[src/rtl/vbi_insert_params.svh]
// constants for the vertical blanking copy and wide screen inserter
// Operation
// - 525p with progressive insertion enabled puts the word on line 41.
// - 525p payload comes from the three registers at 0x21, 0x22, 0x23.
// - 625p with progressive insertion enabled puts the word on line 43.
// - 625p payload comes only from registers 0x22 and 0x23.
// - HD payload comes from 0x21, 0x22 and 0x23.
// - 720p inserts the word on line 24.
// - 1080i inserts the word on lines 19 and 582.
// - standard definition sends on line 20 odd fields, line 283 even.
// - separate odd and even field select bits gate the standard definition word.
// - standard definition word is sent only in NTSC.
// - every copy word is 20 bits, C0 to C19.
// - one reference pulse of one bit cell precedes the standard definition word.
// - with CRC enabled, C14 to C19 are computed from C0 to C13.
// - CRC polynomial x^6 + x + 1, register preset to all ones.
// - with CRC disabled all 20 register bits go out unchanged.
// - wide screen word, enabled by 0x59 bit 7, goes on line 23.
// - wide screen word is sent only in PAL.
// - wide screen word is 14 bits after a run-in and a start code.
// - line 23 returns to video 42.5 us after the sync edge.
// - 0x61 bit 7 blanks the wide screen portion of line 23.
`ifndef VBI_INSERT_PARAMS_SVH
`define VBI_INSERT_PARAMS_SVH
`define REG_CTRL 8'h12
`define REG_PROG_DATA0 8'h21
`define REG_PROG_DATA1 8'h22
`define REG_PROG_DATA2 8'h23
`define REG_SD_DATA0 8'h59
`define REG_SD_DATA1 8'h5a
`define REG_SD_DATA2 8'h5b
`define REG_BLANK 8'h61
`define REG_RESET 8'h00
`define CTRL_PROG_EN 6
`define CTRL_PROG_CRC 7
`define SD_CRC_EN 4
`define SD_ODD_SEL 5
`define SD_EVEN_SEL 6
`define SD_WIDE_EN 7
`define BLANK_WIDE 7
`define LINE_525P 11'h029
`define LINE_625P 11'h02b
`define LINE_720P 11'h018
`define LINE_1080I_A 11'h013
`define LINE_1080I_B 11'h246
`define LINE_SD_ODD 11'h014
`define LINE_SD_EVEN 11'h11b
`define LINE_WIDE 11'h017
`define COPY_BITS 20
`define PAYLOAD_BITS 14
`define WIDE_BITS 14
`define CRC_PRESET 6'h3f
`define CLK_PERIOD_NS 100
`define WIDE_VIDEO_NS 42500
`define WIDE_VIDEO_CYC ((`WIDE_VIDEO_NS + `CLK_PERIOD_NS - 1) / `CLK_PERIOD_NS)
`endif

[src/rtl/vbi_insert_pkg.sv]
// types for the vertical blanking copy and wide screen inserter
package vbi_insert_pkg;
  typedef enum logic [2:0] {
    std_ntsc,
    std_pal,
    std_525p,
    std_625p,
    std_720p,
    std_1080i
  } video_std_type;
  typedef enum logic [1:0] {
    st_idle,
    st_lead,
    st_send,
    st_tail
  } tx_state_type;
endpackage

[src/rtl/vbi_copy_and_widescreen_inserter.sv]
// copy management and wide screen word insertion into luma blanking lines
`timescale 1ns/1ps
`include "vbi_insert_params.svh"
module vbi_copy_and_widescreen_inserter #(
  parameter int BIT_CYCLES = 5,
  parameter int LEAD_CYCLES = 40,
  parameter int RUNIN_LEN = 16,
  parameter logic [15:0] RUNIN_PAT = 16'h5555,
  parameter int START_LEN = 8,
  parameter logic [7:0] START_PAT = 8'h1e,
  parameter logic [9:0] BLACK_LEVEL = 10'h040,
  parameter logic [9:0] HIGH_LEVEL = 10'h200
) (
  input wire logic mclk_i,
  input wire logic reset_i,
  input wire logic reg_wr_i,
  input wire logic [7:0] reg_addr_i,
  input wire logic [7:0] reg_wdata_i,
  output logic [7:0] reg_rdata_o,
  input wire vbi_insert_pkg::video_std_type std_i,
  input wire logic line_start_i,
  input wire logic [10:0] line_i,
  input wire logic field_odd_i,
  input wire logic [9:0] luma_i,
  output logic [9:0] luma_o,
  output logic insert_active_o
);
  import vbi_insert_pkg::*;

  localparam int FRAME_W = 64;
  localparam logic [10:0] WIDE_CYC = 11'(`WIDE_VIDEO_CYC);

  // register file
  logic [7:0] ctrl_q;
  logic [7:0] ctrl_d;
  logic [7:0] blank_q;
  logic [7:0] blank_d;
  logic [7:0] prog_q [3];
  logic [7:0] prog_d [3];
  logic [7:0] sd_q [3];
  logic [7:0] sd_d [3];
  logic [7:0] rdata_d;

  // transmitter state
  tx_state_type st_q;
  tx_state_type st_d;
  logic [10:0] cyc_q;
  logic [10:0] cyc_d;
  logic [FRAME_W-1:0] frame_q;
  logic [FRAME_W-1:0] frame_d;
  logic [5:0] len_q;
  logic [5:0] len_d;
  logic [5:0] bit_q;
  logic [5:0] bit_d;
  logic [7:0] sub_q;
  logic [7:0] sub_d;
  logic wide_q;
  logic wide_d;
  logic prog_kind_q;
  logic prog_kind_d;
  logic [9:0] luma_d;

  // line decode
  logic hit_prog;
  logic hit_sd;
  logic hit_wide;
  logic [19:0] prog_raw;
  logic [19:0] prog_word;
  logic [19:0] sd_raw;
  logic [19:0] sd_word;
  logic [13:0] wide_word;

  function automatic logic [5:0] crc6(input logic [13:0] d);
    logic [5:0] c;
    logic fb;
    c = `CRC_PRESET;
    for (int i = 0; i < `PAYLOAD_BITS; i++) begin
      fb = d[i] ^ c[5];
      c = {c[4:1], c[0] ^ fb, fb};
    end
    return c;
  endfunction

  always_comb begin
    ctrl_d = ctrl_q;
    blank_d = blank_q;
    prog_d = prog_q;
    sd_d = sd_q;
    if (reg_wr_i) begin
      case (reg_addr_i)
        `REG_CTRL: ctrl_d = reg_wdata_i;
        `REG_BLANK: blank_d = reg_wdata_i;
        `REG_PROG_DATA0: prog_d[0] = reg_wdata_i;
        `REG_PROG_DATA1: prog_d[1] = reg_wdata_i;
        `REG_PROG_DATA2: prog_d[2] = reg_wdata_i;
        `REG_SD_DATA0: sd_d[0] = reg_wdata_i;
        `REG_SD_DATA1: sd_d[1] = reg_wdata_i;
        `REG_SD_DATA2: sd_d[2] = reg_wdata_i;
        default: ;
      endcase
    end
    case (reg_addr_i)
      `REG_CTRL: rdata_d = ctrl_q;
      `REG_BLANK: rdata_d = blank_q;
      `REG_PROG_DATA0: rdata_d = prog_q[0];
      `REG_PROG_DATA1: rdata_d = prog_q[1];
      `REG_PROG_DATA2: rdata_d = prog_q[2];
      `REG_SD_DATA0: rdata_d = sd_q[0];
      `REG_SD_DATA1: rdata_d = sd_q[1];
      `REG_SD_DATA2: rdata_d = sd_q[2];
      default: rdata_d = 8'h00;
    endcase
  end

  always_ff @(posedge mclk_i) begin
    if (reset_i) begin
      ctrl_q <= `REG_RESET;
      blank_q <= `REG_RESET;
      prog_q <= '{default: `REG_RESET};
      sd_q <= '{default: `REG_RESET};
      reg_rdata_o <= 8'h00;
    end else begin
      ctrl_q <= ctrl_d;
      blank_q <= blank_d;
      prog_q <= prog_d;
      sd_q <= sd_d;
      reg_rdata_o <= rdata_d;
    end
  end

  // word assembly; data_0 low nibble carries C16..C19
  always_comb begin
    if (std_i == std_625p) begin
      prog_raw = {4'h0, prog_q[1], prog_q[2]};
    end else begin
      prog_raw = {prog_q[0][3:0], prog_q[1], prog_q[2]};
    end
    if (ctrl_q[`CTRL_PROG_CRC]) begin
      prog_word = {crc6(prog_raw[13:0]), prog_raw[13:0]};
    end else begin
      prog_word = prog_raw;
    end
    sd_raw = {sd_q[0][3:0], sd_q[1], sd_q[2]};
    if (sd_q[0][`SD_CRC_EN]) begin
      sd_word = {crc6(sd_raw[13:0]), sd_raw[13:0]};
    end else begin
      sd_word = sd_raw;
    end
    // aspect parity and mode bits are software's job, passed as written
    wide_word = {sd_q[1][5:0], sd_q[2]};
  end

  always_comb begin
    hit_prog = 1'b0;
    if (ctrl_q[`CTRL_PROG_EN]) begin
      case (std_i)
        std_525p: hit_prog = (line_i == `LINE_525P);
        std_625p: hit_prog = (line_i == `LINE_625P);
        std_720p: hit_prog = (line_i == `LINE_720P);
        std_1080i: hit_prog = (line_i == `LINE_1080I_A) || (line_i == `LINE_1080I_B);
        default: hit_prog = 1'b0;
      endcase
    end
    // only NTSC carries the standard definition word
    hit_sd = (std_i == std_ntsc) &&
      ((field_odd_i && sd_q[0][`SD_ODD_SEL] && line_i == `LINE_SD_ODD) ||
      (!field_odd_i && sd_q[0][`SD_EVEN_SEL] && line_i == `LINE_SD_EVEN));
    hit_wide = (std_i == std_pal) && sd_q[0][`SD_WIDE_EN] &&
      (line_i == `LINE_WIDE);
  end

  always_comb begin
    st_d = st_q;
    cyc_d = (cyc_q == 11'h7ff) ? cyc_q : cyc_q + 11'h001;
    frame_d = frame_q;
    len_d = len_q;
    bit_d = bit_q;
    sub_d = sub_q;
    wide_d = wide_q;
    prog_kind_d = prog_kind_q;
    if (line_start_i) begin
      // a new line always aborts whatever was still running
      cyc_d = 11'h000;
      st_d = st_idle;
      wide_d = 1'b0;
      prog_kind_d = 1'b0;
      if (hit_prog) begin
        st_d = st_lead;
        prog_kind_d = 1'b1;
        frame_d = FRAME_W'(prog_word);
        len_d = 6'(`COPY_BITS);
      end else if (hit_sd) begin
        st_d = st_lead;
        frame_d = FRAME_W'({sd_word, 1'b1});
        len_d = 6'(`COPY_BITS + 1);
      end else if (hit_wide) begin
        st_d = st_lead;
        wide_d = 1'b1;
        frame_d = (FRAME_W'(wide_word) << (RUNIN_LEN + START_LEN)) |
          (FRAME_W'(START_PAT) << RUNIN_LEN) | FRAME_W'(RUNIN_PAT);
        len_d = 6'(RUNIN_LEN + START_LEN + `WIDE_BITS);
      end
    end else begin
      case (st_q)
        st_lead: begin
          if (cyc_q == 11'(LEAD_CYCLES - 1)) begin
            st_d = st_send;
            bit_d = 6'h00;
            sub_d = 8'h00;
          end
        end
        st_send: begin
          if (sub_q == 8'(BIT_CYCLES - 1)) begin
            sub_d = 8'h00;
            if (bit_q == len_q - 6'h01) begin
              st_d = st_tail;
            end else begin
              bit_d = bit_q + 6'h01;
            end
          end else begin
            sub_d = sub_q + 8'h01;
          end
        end
        st_tail: begin
          // copy lines stay blank to the line end; line 23 reopens to video
          if (wide_q && cyc_q >= WIDE_CYC - 11'h001) begin
            st_d = st_idle;
          end
        end
        default: st_d = st_idle;
      endcase
    end
  end

  always_comb begin
    case (st_q)
      st_idle: luma_d = luma_i;
      st_send: begin
        if (wide_q && blank_q[`BLANK_WIDE]) begin
          luma_d = BLACK_LEVEL;
        end else begin
          luma_d = frame_q[bit_q] ? HIGH_LEVEL : BLACK_LEVEL;
        end
      end
      default: luma_d = BLACK_LEVEL;
    endcase
  end

  always_ff @(posedge mclk_i) begin
    if (reset_i) begin
      st_q <= st_idle;
      cyc_q <= 11'h000;
      frame_q <= '0;
      len_q <= 6'h00;
      bit_q <= 6'h00;
      sub_q <= 8'h00;
      wide_q <= 1'b0;
      prog_kind_q <= 1'b0;
      luma_o <= 10'h000;
    end else begin
      st_q <= st_d;
      cyc_q <= cyc_d;
      frame_q <= frame_d;
      len_q <= len_d;
      bit_q <= bit_d;
      sub_q <= sub_d;
      wide_q <= wide_d;
      prog_kind_q <= prog_kind_d;
      luma_o <= luma_d;
    end
  end

  assign insert_active_o = (st_q != st_idle);

  a_line_525p_hit: assert property (@(posedge mclk_i) disable iff (reset_i)
    (line_start_i && std_i == std_525p && ctrl_q[`CTRL_PROG_EN] && line_i == `LINE_525P)
    |=> insert_active_o && prog_kind_q)
    else $error("525p copy word not started on its line");

  a_line_625p_hit: assert property (@(posedge mclk_i) disable iff (reset_i)
    (line_start_i && std_i == std_625p && ctrl_q[`CTRL_PROG_EN] && line_i == `LINE_625P)
    |=> insert_active_o && frame_q[19:16] == 4'h0)
    else $error("625p copy word wrong line or payload");

  a_line_720p_hit: assert property (@(posedge mclk_i) disable iff (reset_i)
    (line_start_i && std_i == std_720p && ctrl_q[`CTRL_PROG_EN] && line_i == `LINE_720P)
    |=> insert_active_o)
    else $error("720p copy word not started");

  a_line_1080_hit: assert property (@(posedge mclk_i) disable iff (reset_i)
    (line_start_i && std_i == std_1080i && ctrl_q[`CTRL_PROG_EN]
    && (line_i == `LINE_1080I_A || line_i == `LINE_1080I_B)) |=> insert_active_o)
    else $error("1080i copy word not started");

  a_sd_field_gate: assert property (@(posedge mclk_i) disable iff (reset_i)
    (line_start_i && std_i == std_ntsc && line_i == `LINE_SD_ODD && field_odd_i)
    |=> insert_active_o == $past(sd_q[0][`SD_ODD_SEL]))
    else $error("odd field select not honoured");

  a_sd_pal_quiet: assert property (@(posedge mclk_i) disable iff (reset_i)
    (line_start_i && std_i != std_ntsc
    && (line_i == `LINE_SD_ODD || line_i == `LINE_SD_EVEN)) |=> !insert_active_o)
    else $error("standard definition word outside NTSC");

  a_crc_filled: assert property (@(posedge mclk_i) disable iff (reset_i)
    (line_start_i && hit_prog && ctrl_q[`CTRL_PROG_CRC])
    |=> frame_q[19:14] == crc6(frame_q[13:0]))
    else $error("check bits not computed");

  a_wide_pal_only: assert property (@(posedge mclk_i) disable iff (reset_i)
    (line_start_i && std_i != std_pal) |=> !wide_q)
    else $error("wide screen word outside PAL");

  a_wide_video_back: assert property (@(posedge mclk_i) disable iff (reset_i)
    (insert_active_o && wide_q) |-> cyc_q < WIDE_CYC)
    else $error("line 23 video not resumed in time");

  a_wide_blanked: assert property (@(posedge mclk_i) disable iff (reset_i)
    (st_q == st_send && wide_q && blank_q[`BLANK_WIDE] && !line_start_i)
    |=> luma_o == BLACK_LEVEL)
    else $error("blanked wide screen portion not black");

endmodule // vbi_copy_and_widescreen_inserter

[config.mk]
export PLATFORM = sky130hd
export DESIGN_NAME = vbi_copy_and_widescreen_inserter
export DESIGN_NICKNAME = d
export VERILOG_FILES = /design/src/rtl/vbi_insert_pkg.sv /design/src/rtl/vbi_copy_and_widescreen_inserter.sv
export VERILOG_INCLUDE_DIRS = /design/src /design/src/rtl
export SDC_FILE = /design/constraint.sdc
export NUM_CORES = 1
export LEC_CHECK = 0
export BUFFER_PORTS_ARGS = -buffer_cell sky130_fd_sc_hd__clkbuf_2
export CAP_MARGIN = 20
export CORE_ASPECT_RATIO = 1.4
export CORE_MARGIN = 1.5
export CORE_UTILIZATION = 60
export DETAILED_ROUTE_END_ITERATION = 8
export GPL_ROUTABILITY_DRIVEN = 0
export HOLD_SLACK_MARGIN = 0.05
export PLACE_DENSITY = 0.84
export SLEW_MARGIN = 20
export SYNTH_ARGS = -nofsm -noshare
export SYNTH_HDL_FRONTEND = slang
export SYNTH_SLANG_ARGS = --single-unit
[constraint.sdc]
create_clock -name mclk_i -period 2.8 [get_ports mclk_i]
set_clock_uncertainty 0.15 [all_clocks]
set_input_delay 0.56 -clock mclk_i [delete_from_list [all_inputs] [get_ports mclk_i]]
set_output_delay 0.56 -clock mclk_i [all_outputs]
set_load 0.1 [all_outputs]
Word-level counts from Yosys, hierarchy flattened. Index checks and enable logic that the tools add are counted.

Word-level logic and storage cells: 179. Bits in writable memories: 0. Latch bits: 0. Memories: 0. Output and inout bits: 19. Register bits after elaboration: 180. ROM bits: 0.

Mux-type cells: 36. Divide/modulo/power cells: 0. Bitwise operators: 55. Equal/unequal tests: 35. $lt $le $gt $ge: 2. $mul: 0. Reductions and logical operators: 30. Shift operators: 0. Add/subtract/negate cells: 4.

Operators with widths (number): 2-to-1 mux 64 bit (3); case mux 8 bit (8 select lines) (1); 2-to-1 mux 20 bit (3); equality test 11 x 5 -> 1 bit, second input constant (4); XOR 1 bit (44); 2-to-1 mux 6 bit (6); equality test 11 x 6 -> 1 bit, second input constant (3); equality test 8 x 7 -> 1 bit, second input constant (4); equality test 8 x 6 -> 1 bit, second input constant (3); 2-to-1 mux 10 bit (2); case mux 10 bit (2 select lines) (1); AND reduction 2 bit (9); 2-to-1 mux 8 bit (2); case mux 8 bit (2 select lines) (1); inequality test 3 bit, second input constant (4); case mux 6 bit (2 select lines) (1); adder 11 x 1 -> 11 bit, second input constant (1); equality test 11 x 10 -> 1 bit, second input constant (1); equality test 11 bit, second input constant (1); equality test 11 x 9 -> 1 bit, second input constant (1); >= comparator 11 x 9 -> 1 bit, second input constant (1); inverter 1 bit (11); 2-to-1 mux 2 bit (5); logical AND 1 bit (9); 27 further kinds (41).

Logic depth before layout (Yosys ltp).
Depth in word-level cells: 10. Gate-level depth with buffers: 9.

Worst setup path after synthesis. No wires, ideal clock.

Path kind: register -> register. From: register sub_q[0]. To: register bit_q[5]. Arrival time: 2.282 ns. Slack: 0.298 ns. Cell stages (with the launch flop): 9. Required time: 2.580 ns. Setup time: 0.070 ns. Buffers on the path: 0. Cells stage by stage: dfxtp_1 inv_1 ha_1 or4b_4 o41ai_4 and4bb_4 nand2_4 or4_1 a21oi_1.

Cells in the longest elaborated chain, start to end: 3.

RTL lines: from (decl) (line vbi_copy_and_widescreen_inserter.sv:55) `logic [7:0] sub_q;`; from (signal assigned) (line vbi_copy_and_widescreen_inserter.sv:266) `sub_q <= sub_d;`; equality test 8 x 3 -> 1 bit (line vbi_copy_and_widescreen_inserter.sv:213) `if (sub_q == 8'(BIT_CYCLES - 1)) begin`; inequality test 2 bit (no line); AND reduction 5 bit (no line); to (signal assigned) (line vbi_copy_and_widescreen_inserter.sv:265) `bit_q <= bit_d;`; to (decl) (line vbi_copy_and_widescreen_inserter.sv:53) `logic [5:0] bit_q;`.

No other way between the ends. A chain may end at the register's enable or synchronous reset.

Worst setup path in the final report.
From: register cyc_q[0]. To: register bit_q[5].

Cells in the longest elaborated chain, start to end: 3.

RTL lines: from (decl) (line vbi_copy_and_widescreen_inserter.sv:47) `logic [10:0] cyc_q;`; from (signal assigned) (line vbi_copy_and_widescreen_inserter.sv:262) `cyc_q <= cyc_d;`; equality test 11 x 6 -> 1 bit (line vbi_copy_and_widescreen_inserter.sv:206) `if (cyc_q == 11'(LEAD_CYCLES - 1)) begin`; inequality test 2 bit (no line); AND reduction 5 bit (no line).

No other way between the ends.

==> summary.txt <==
Final layout
  – Total of fill cells in the finished design: 886
  – Layout cells sized above 1: 18.3%
  – Number of diodes added for antenna fixing: 0
  – Area Overhead vs Synth: 15.7%
  – Count of placed standard cells in the final layout, fillers left out: 1,056
  – Nets: 952

Critical path
  – Maximum fanout count along the critical path: 8
  – Critical Path Start Type: register
  – Slowest CP cell: sky130_fd_sc_hd__or4_1
  – Buffering stage count on the worst path with inverters included: 0
  – Slowest Stage Delay on Critical Path: 0.50 ns
  – Worst path arrival time: 2.86 ns
  – Required time of the critical path: 3.00 ns
  – Crit end category: register
  – Cell chain of the critical path: ha_1 > nor4b_1 > a41oi_1 > and4bb_4 > nand2_4 > or4_1 > a21oi_1
  – Type of the setup path with the least slack: register to register
  – Worst path top cell family by delay: simple AND/OR/NAND/NOR gates

Clock tree
  – Clock Latency Late Sink: 0.42 ns
  – Clock transition at the registers of the reported paths: 0.06 ns
  – Setup Buffers After CTS: 0
  – Maximum clock insertion buffer count: 2
  – Number of clock sinks: 149
  – Number of CTS-inserted buffers: 17
  – Master cell of the clock root buffer: sky130_fd_sc_hd__clkbuf_16
  – Clock tree from TritonCTS: built
  – Number of H-tree branching levels: 4

Placement
  – IO Port Bufs: 63
  – Inst Count DP: 1,024
  – HPWL after DPL: 14,300 um

Routing
  – Total Wirelength: 20,800 um
  – DRC viols: 0
  – Residual antenna-violating net count after detailed routing: 0
  – Number of vias in the routed layout: 6,928
  – Vias per cell: 6.56
  – First-pass detailed-route iteration total: 8
  – Detailed Route Iter0 Violations: 814
  – Average wire per standard cell: 19.7 um

Timing
  – Crit path time final: 2.65 ns
  – Worst max-slew margin expressed relative to the limit: 49.2%
  – Number of slew-limit violations in the final report: 0
  – Post-route fraction of the period consumed by the critical path: 94.8%
  – Fin Setup TNS: 0 ns
  – Setup repair after global routing missed its margin: no
  – Final Hold Vio Count: 0
  – Achievable Freq: 377 MHz
  – Slew at the pin closest to its max-slew limit: 0.759 ns
  – Number of setup violations in the final report: 0

Logic synthesis
  – Total of warnings raised by yosys: 0
  – Share of the synthesized area in the top cell type: 40.2%
  – Post-synth cell types: 73
  – Number of synthesized flops with an enable pin: 0
  – Share of async-settable or async-resettable flops after synthesis: 0%
  – Synthesized netlist net count: 901
  – Top cell type by total area after synthesis: sky130_fd_sc_hd__dfxtp_1
  – Leading register cell type out of synthesis: sky130_fd_sc_hd__dfxtp_1
  – Area of the mapped netlist: 7430 um2
  – Proportion of synthesized chip area in sequential cells: 40.2%
  – Dominant cells by area after synthesis: sky130_fd_sc_hd__dfxtp_1, sky130_fd_sc_hd__a21oi_1, sky130_fd_sc_hd__xnor2_1, sky130_fd_sc_hd__nor2_1, sky130_fd_sc_hd__nand2_1
  – Synthesized instance count: 845
  – Post-Syn Area per Cell: 8.79 um2
  – Flip-flop and latch count after synthesis: 149

Power
  – Combinational Power Share: 5.1%
  – Switching power as a share of total power: 23.0%
  – Worst VDD drop: 0.439 mV
  – Power Internal: 3.61 mW
  – Share of total power in the clock network: 49.3%
  – Total Power: 4.69 mW
  – Leak Pwr: 3.12 nW
  – Switching pwr: 1.08 mW
  – Power per cell area: 545 nW/um2
  – Sequential power share: 45.6%

Floorplanning
  – Top-Level Pins: 64
  – Core Area: 11,900 um2
  – Starting utilization of the core area: 62.2%
  – Die H: 135 um
  – Horizontal die dimension: 97.0 um
  – Floorplan die area: 13,100 um2
  – Number of placement rows: 47

Global route
  – Aggregate global-route resource usage: 32.2%
  – Number of antenna violations at the first check in global routing: 0
  – Total global routing overflow: 0
  – Maximum number of pins on one net before global-route repair: 65
  – Global-route wire length before repair: 33,400 um
  – Vias in the first global route: 6,616

Run
  – Maxcap violations: 0

Outcome
  – Outcome: finished, final reports clean

Min path
  – Classification of the worst-slack hold path: input port to register
-- Yosys cell counts (all sizes together) (3+ instances only) --
cell and number:
nand2 79, a32oi 7, nor3 12, o221ai 11, a21o 3, mux2i 28
nand3 50, dfxtp 149, inv 20, nand2b 6, buf 7, mux4 9
nor4b 4, a22oi 21, or3 3, o211ai 4, nor2 90, xor2 11
and2 12, and3 3, clkbuf 54, nor4 4, nand4 14, mux2 9
nor3b 3, xnor3 4, a221oi 7, a211oi 7, o21ai 7, xnor2 44
a21oi 95, a2111oi 3, nor2b 5, ha 11, or2 4, a222oi 10
-- registers in the layout, summed over array words and instances (netlist names), 2 cells and up --
| name | cells |
|---|---|
| ctrl_q | 8 |
| bit_q | 6 |
| luma_o | 10 |
| frame_q | 35 |
| len_q | 4 |
| reg_rdata_o | 8 |
| st_q | 2 |
| prog_q | 24 |
| blank_q | 8 |
| sub_q | 8 |
| sd_q | 24 |
| cyc_q | 11 |
-- power groups by stage --
| stage | Clock (mW) | Combinational [mW] | Sequential [mW] |
|---|---|---|---|
| CTS | 2.32 | 0.236 | 2.14 |
| floorplan | 0 | 0.0980 | 2.24 |
| global placement | 0 | 0.233 | 2.18 |
| finish | 2.31 | 0.240 | 2.14 |
| global route | 2.42 | 0.251 | 2.14 |
| detailed placement | 0 | 0.235 | 2.18 |
-- path summary, 6_finish.rpt --
check,from,cells past startpoint,to,slack (ns)
max,cyc_q[0],7,bit_q[5],0.15
min,luma_i[3],2,luma_o[3],0.19
max reg2reg,cyc_q[0],7,bit_q[5],0.15
min reg2reg,frame_q[9],2,frame_q[9],0.30
-- cells in the final DEF (no fill, tap or decap), types with 12 or more instances in the layout --
master,count
sky130_fd_sc_hd__xnor2_1,44
sky130_fd_sc_hd__buf_4,27
sky130_fd_sc_hd__and2_1,12
sky130_fd_sc_hd__inv_1,20
sky130_fd_sc_hd__nor2_1,90
sky130_fd_sc_hd__clkbuf_16,17
sky130_fd_sc_hd__nand3_1,50
sky130_fd_sc_hd__a22oi_1,21
sky130_fd_sc_hd__nand2_1,78
sky130_fd_sc_hd__nand4_1,14
sky130_fd_sc_hd__clkbuf_2,62
sky130_fd_sc_hd__dfxtp_1,149
sky130_fd_sc_hd__a21oi_1,95
sky130_fd_sc_hd__mux2i_1,28
-- final cells by class --
class | count | area (um2) | share of cell area (%)
Sequential cell | 149 | 2980 | 34.7
Multi-Input combinational cell | 615 | 4160 | 48.4
Timing Repair Buffer | 93 | 593 | 6.90
Tap cell | 147 | 184 | 2.14
Clock buffer | 19 | 443 | 5.15
Inverter | 20 | 75.1 | 0.873
Clock inverter | 13 | 155 | 1.80
-- logic make-up (layout without fill, tap and decap cells) --
group | after synthesis | after routing | share of synthesized area, %
buffers and inverters | 81 | 145 | 4.19
AND/OR/NAND/NOR | 300 | 300 | 19.7
multiplexers | 46 | 46 | 7.87
XOR/XNOR | 60 | 60 | 8.02
adder cells (fa/ha/maj) | 11 | 11 | 1.85
flip-flops | 149 | 149 | 40.2
AO/OA/AOI/OAI | 198 | 198 | 18.2
-- routing by layer --
metal / GRT usage [%] / vias up / wire [um]
met2: 58.0 / 398 / 10700
met1: 34.4 / 3253 / 7200
met3: 6.21 / 122 / 1610
met4: 20.5 / 0 / 1330
li1: - / 3155 / -
met5: 0 / - / 0
-- repair_timing --
item,4_1_cts,5_1_grt
setup endpoints to repair,0,2
hold buffers,0,0
gates resized for setup,0,2
-- through the flow --
| stage | hold WS, ns | worst slack, ns | instance area (um2) | util, % |
|---|---|---|---|---|
| 4_1_cts | 0.179 | 0.0473 | 8580 | 71.9 |
| 3_5_place_dp | 0.296 | 0.0589 | 7990 | 66.9 |
| 5_1_grt | 0.182 | 0.0303 | 8600 | 72.0 |
| 2_1_floorplan | 0.277 | 0.298 | 7430 | - |
| 6_report | 0.187 | 0.146 | 8600 | 72.0 |
| 3_3_place_gp | 0.287 | 0.100 | 7990 | 66.9 |
Power figures use the tool's default switching activity.
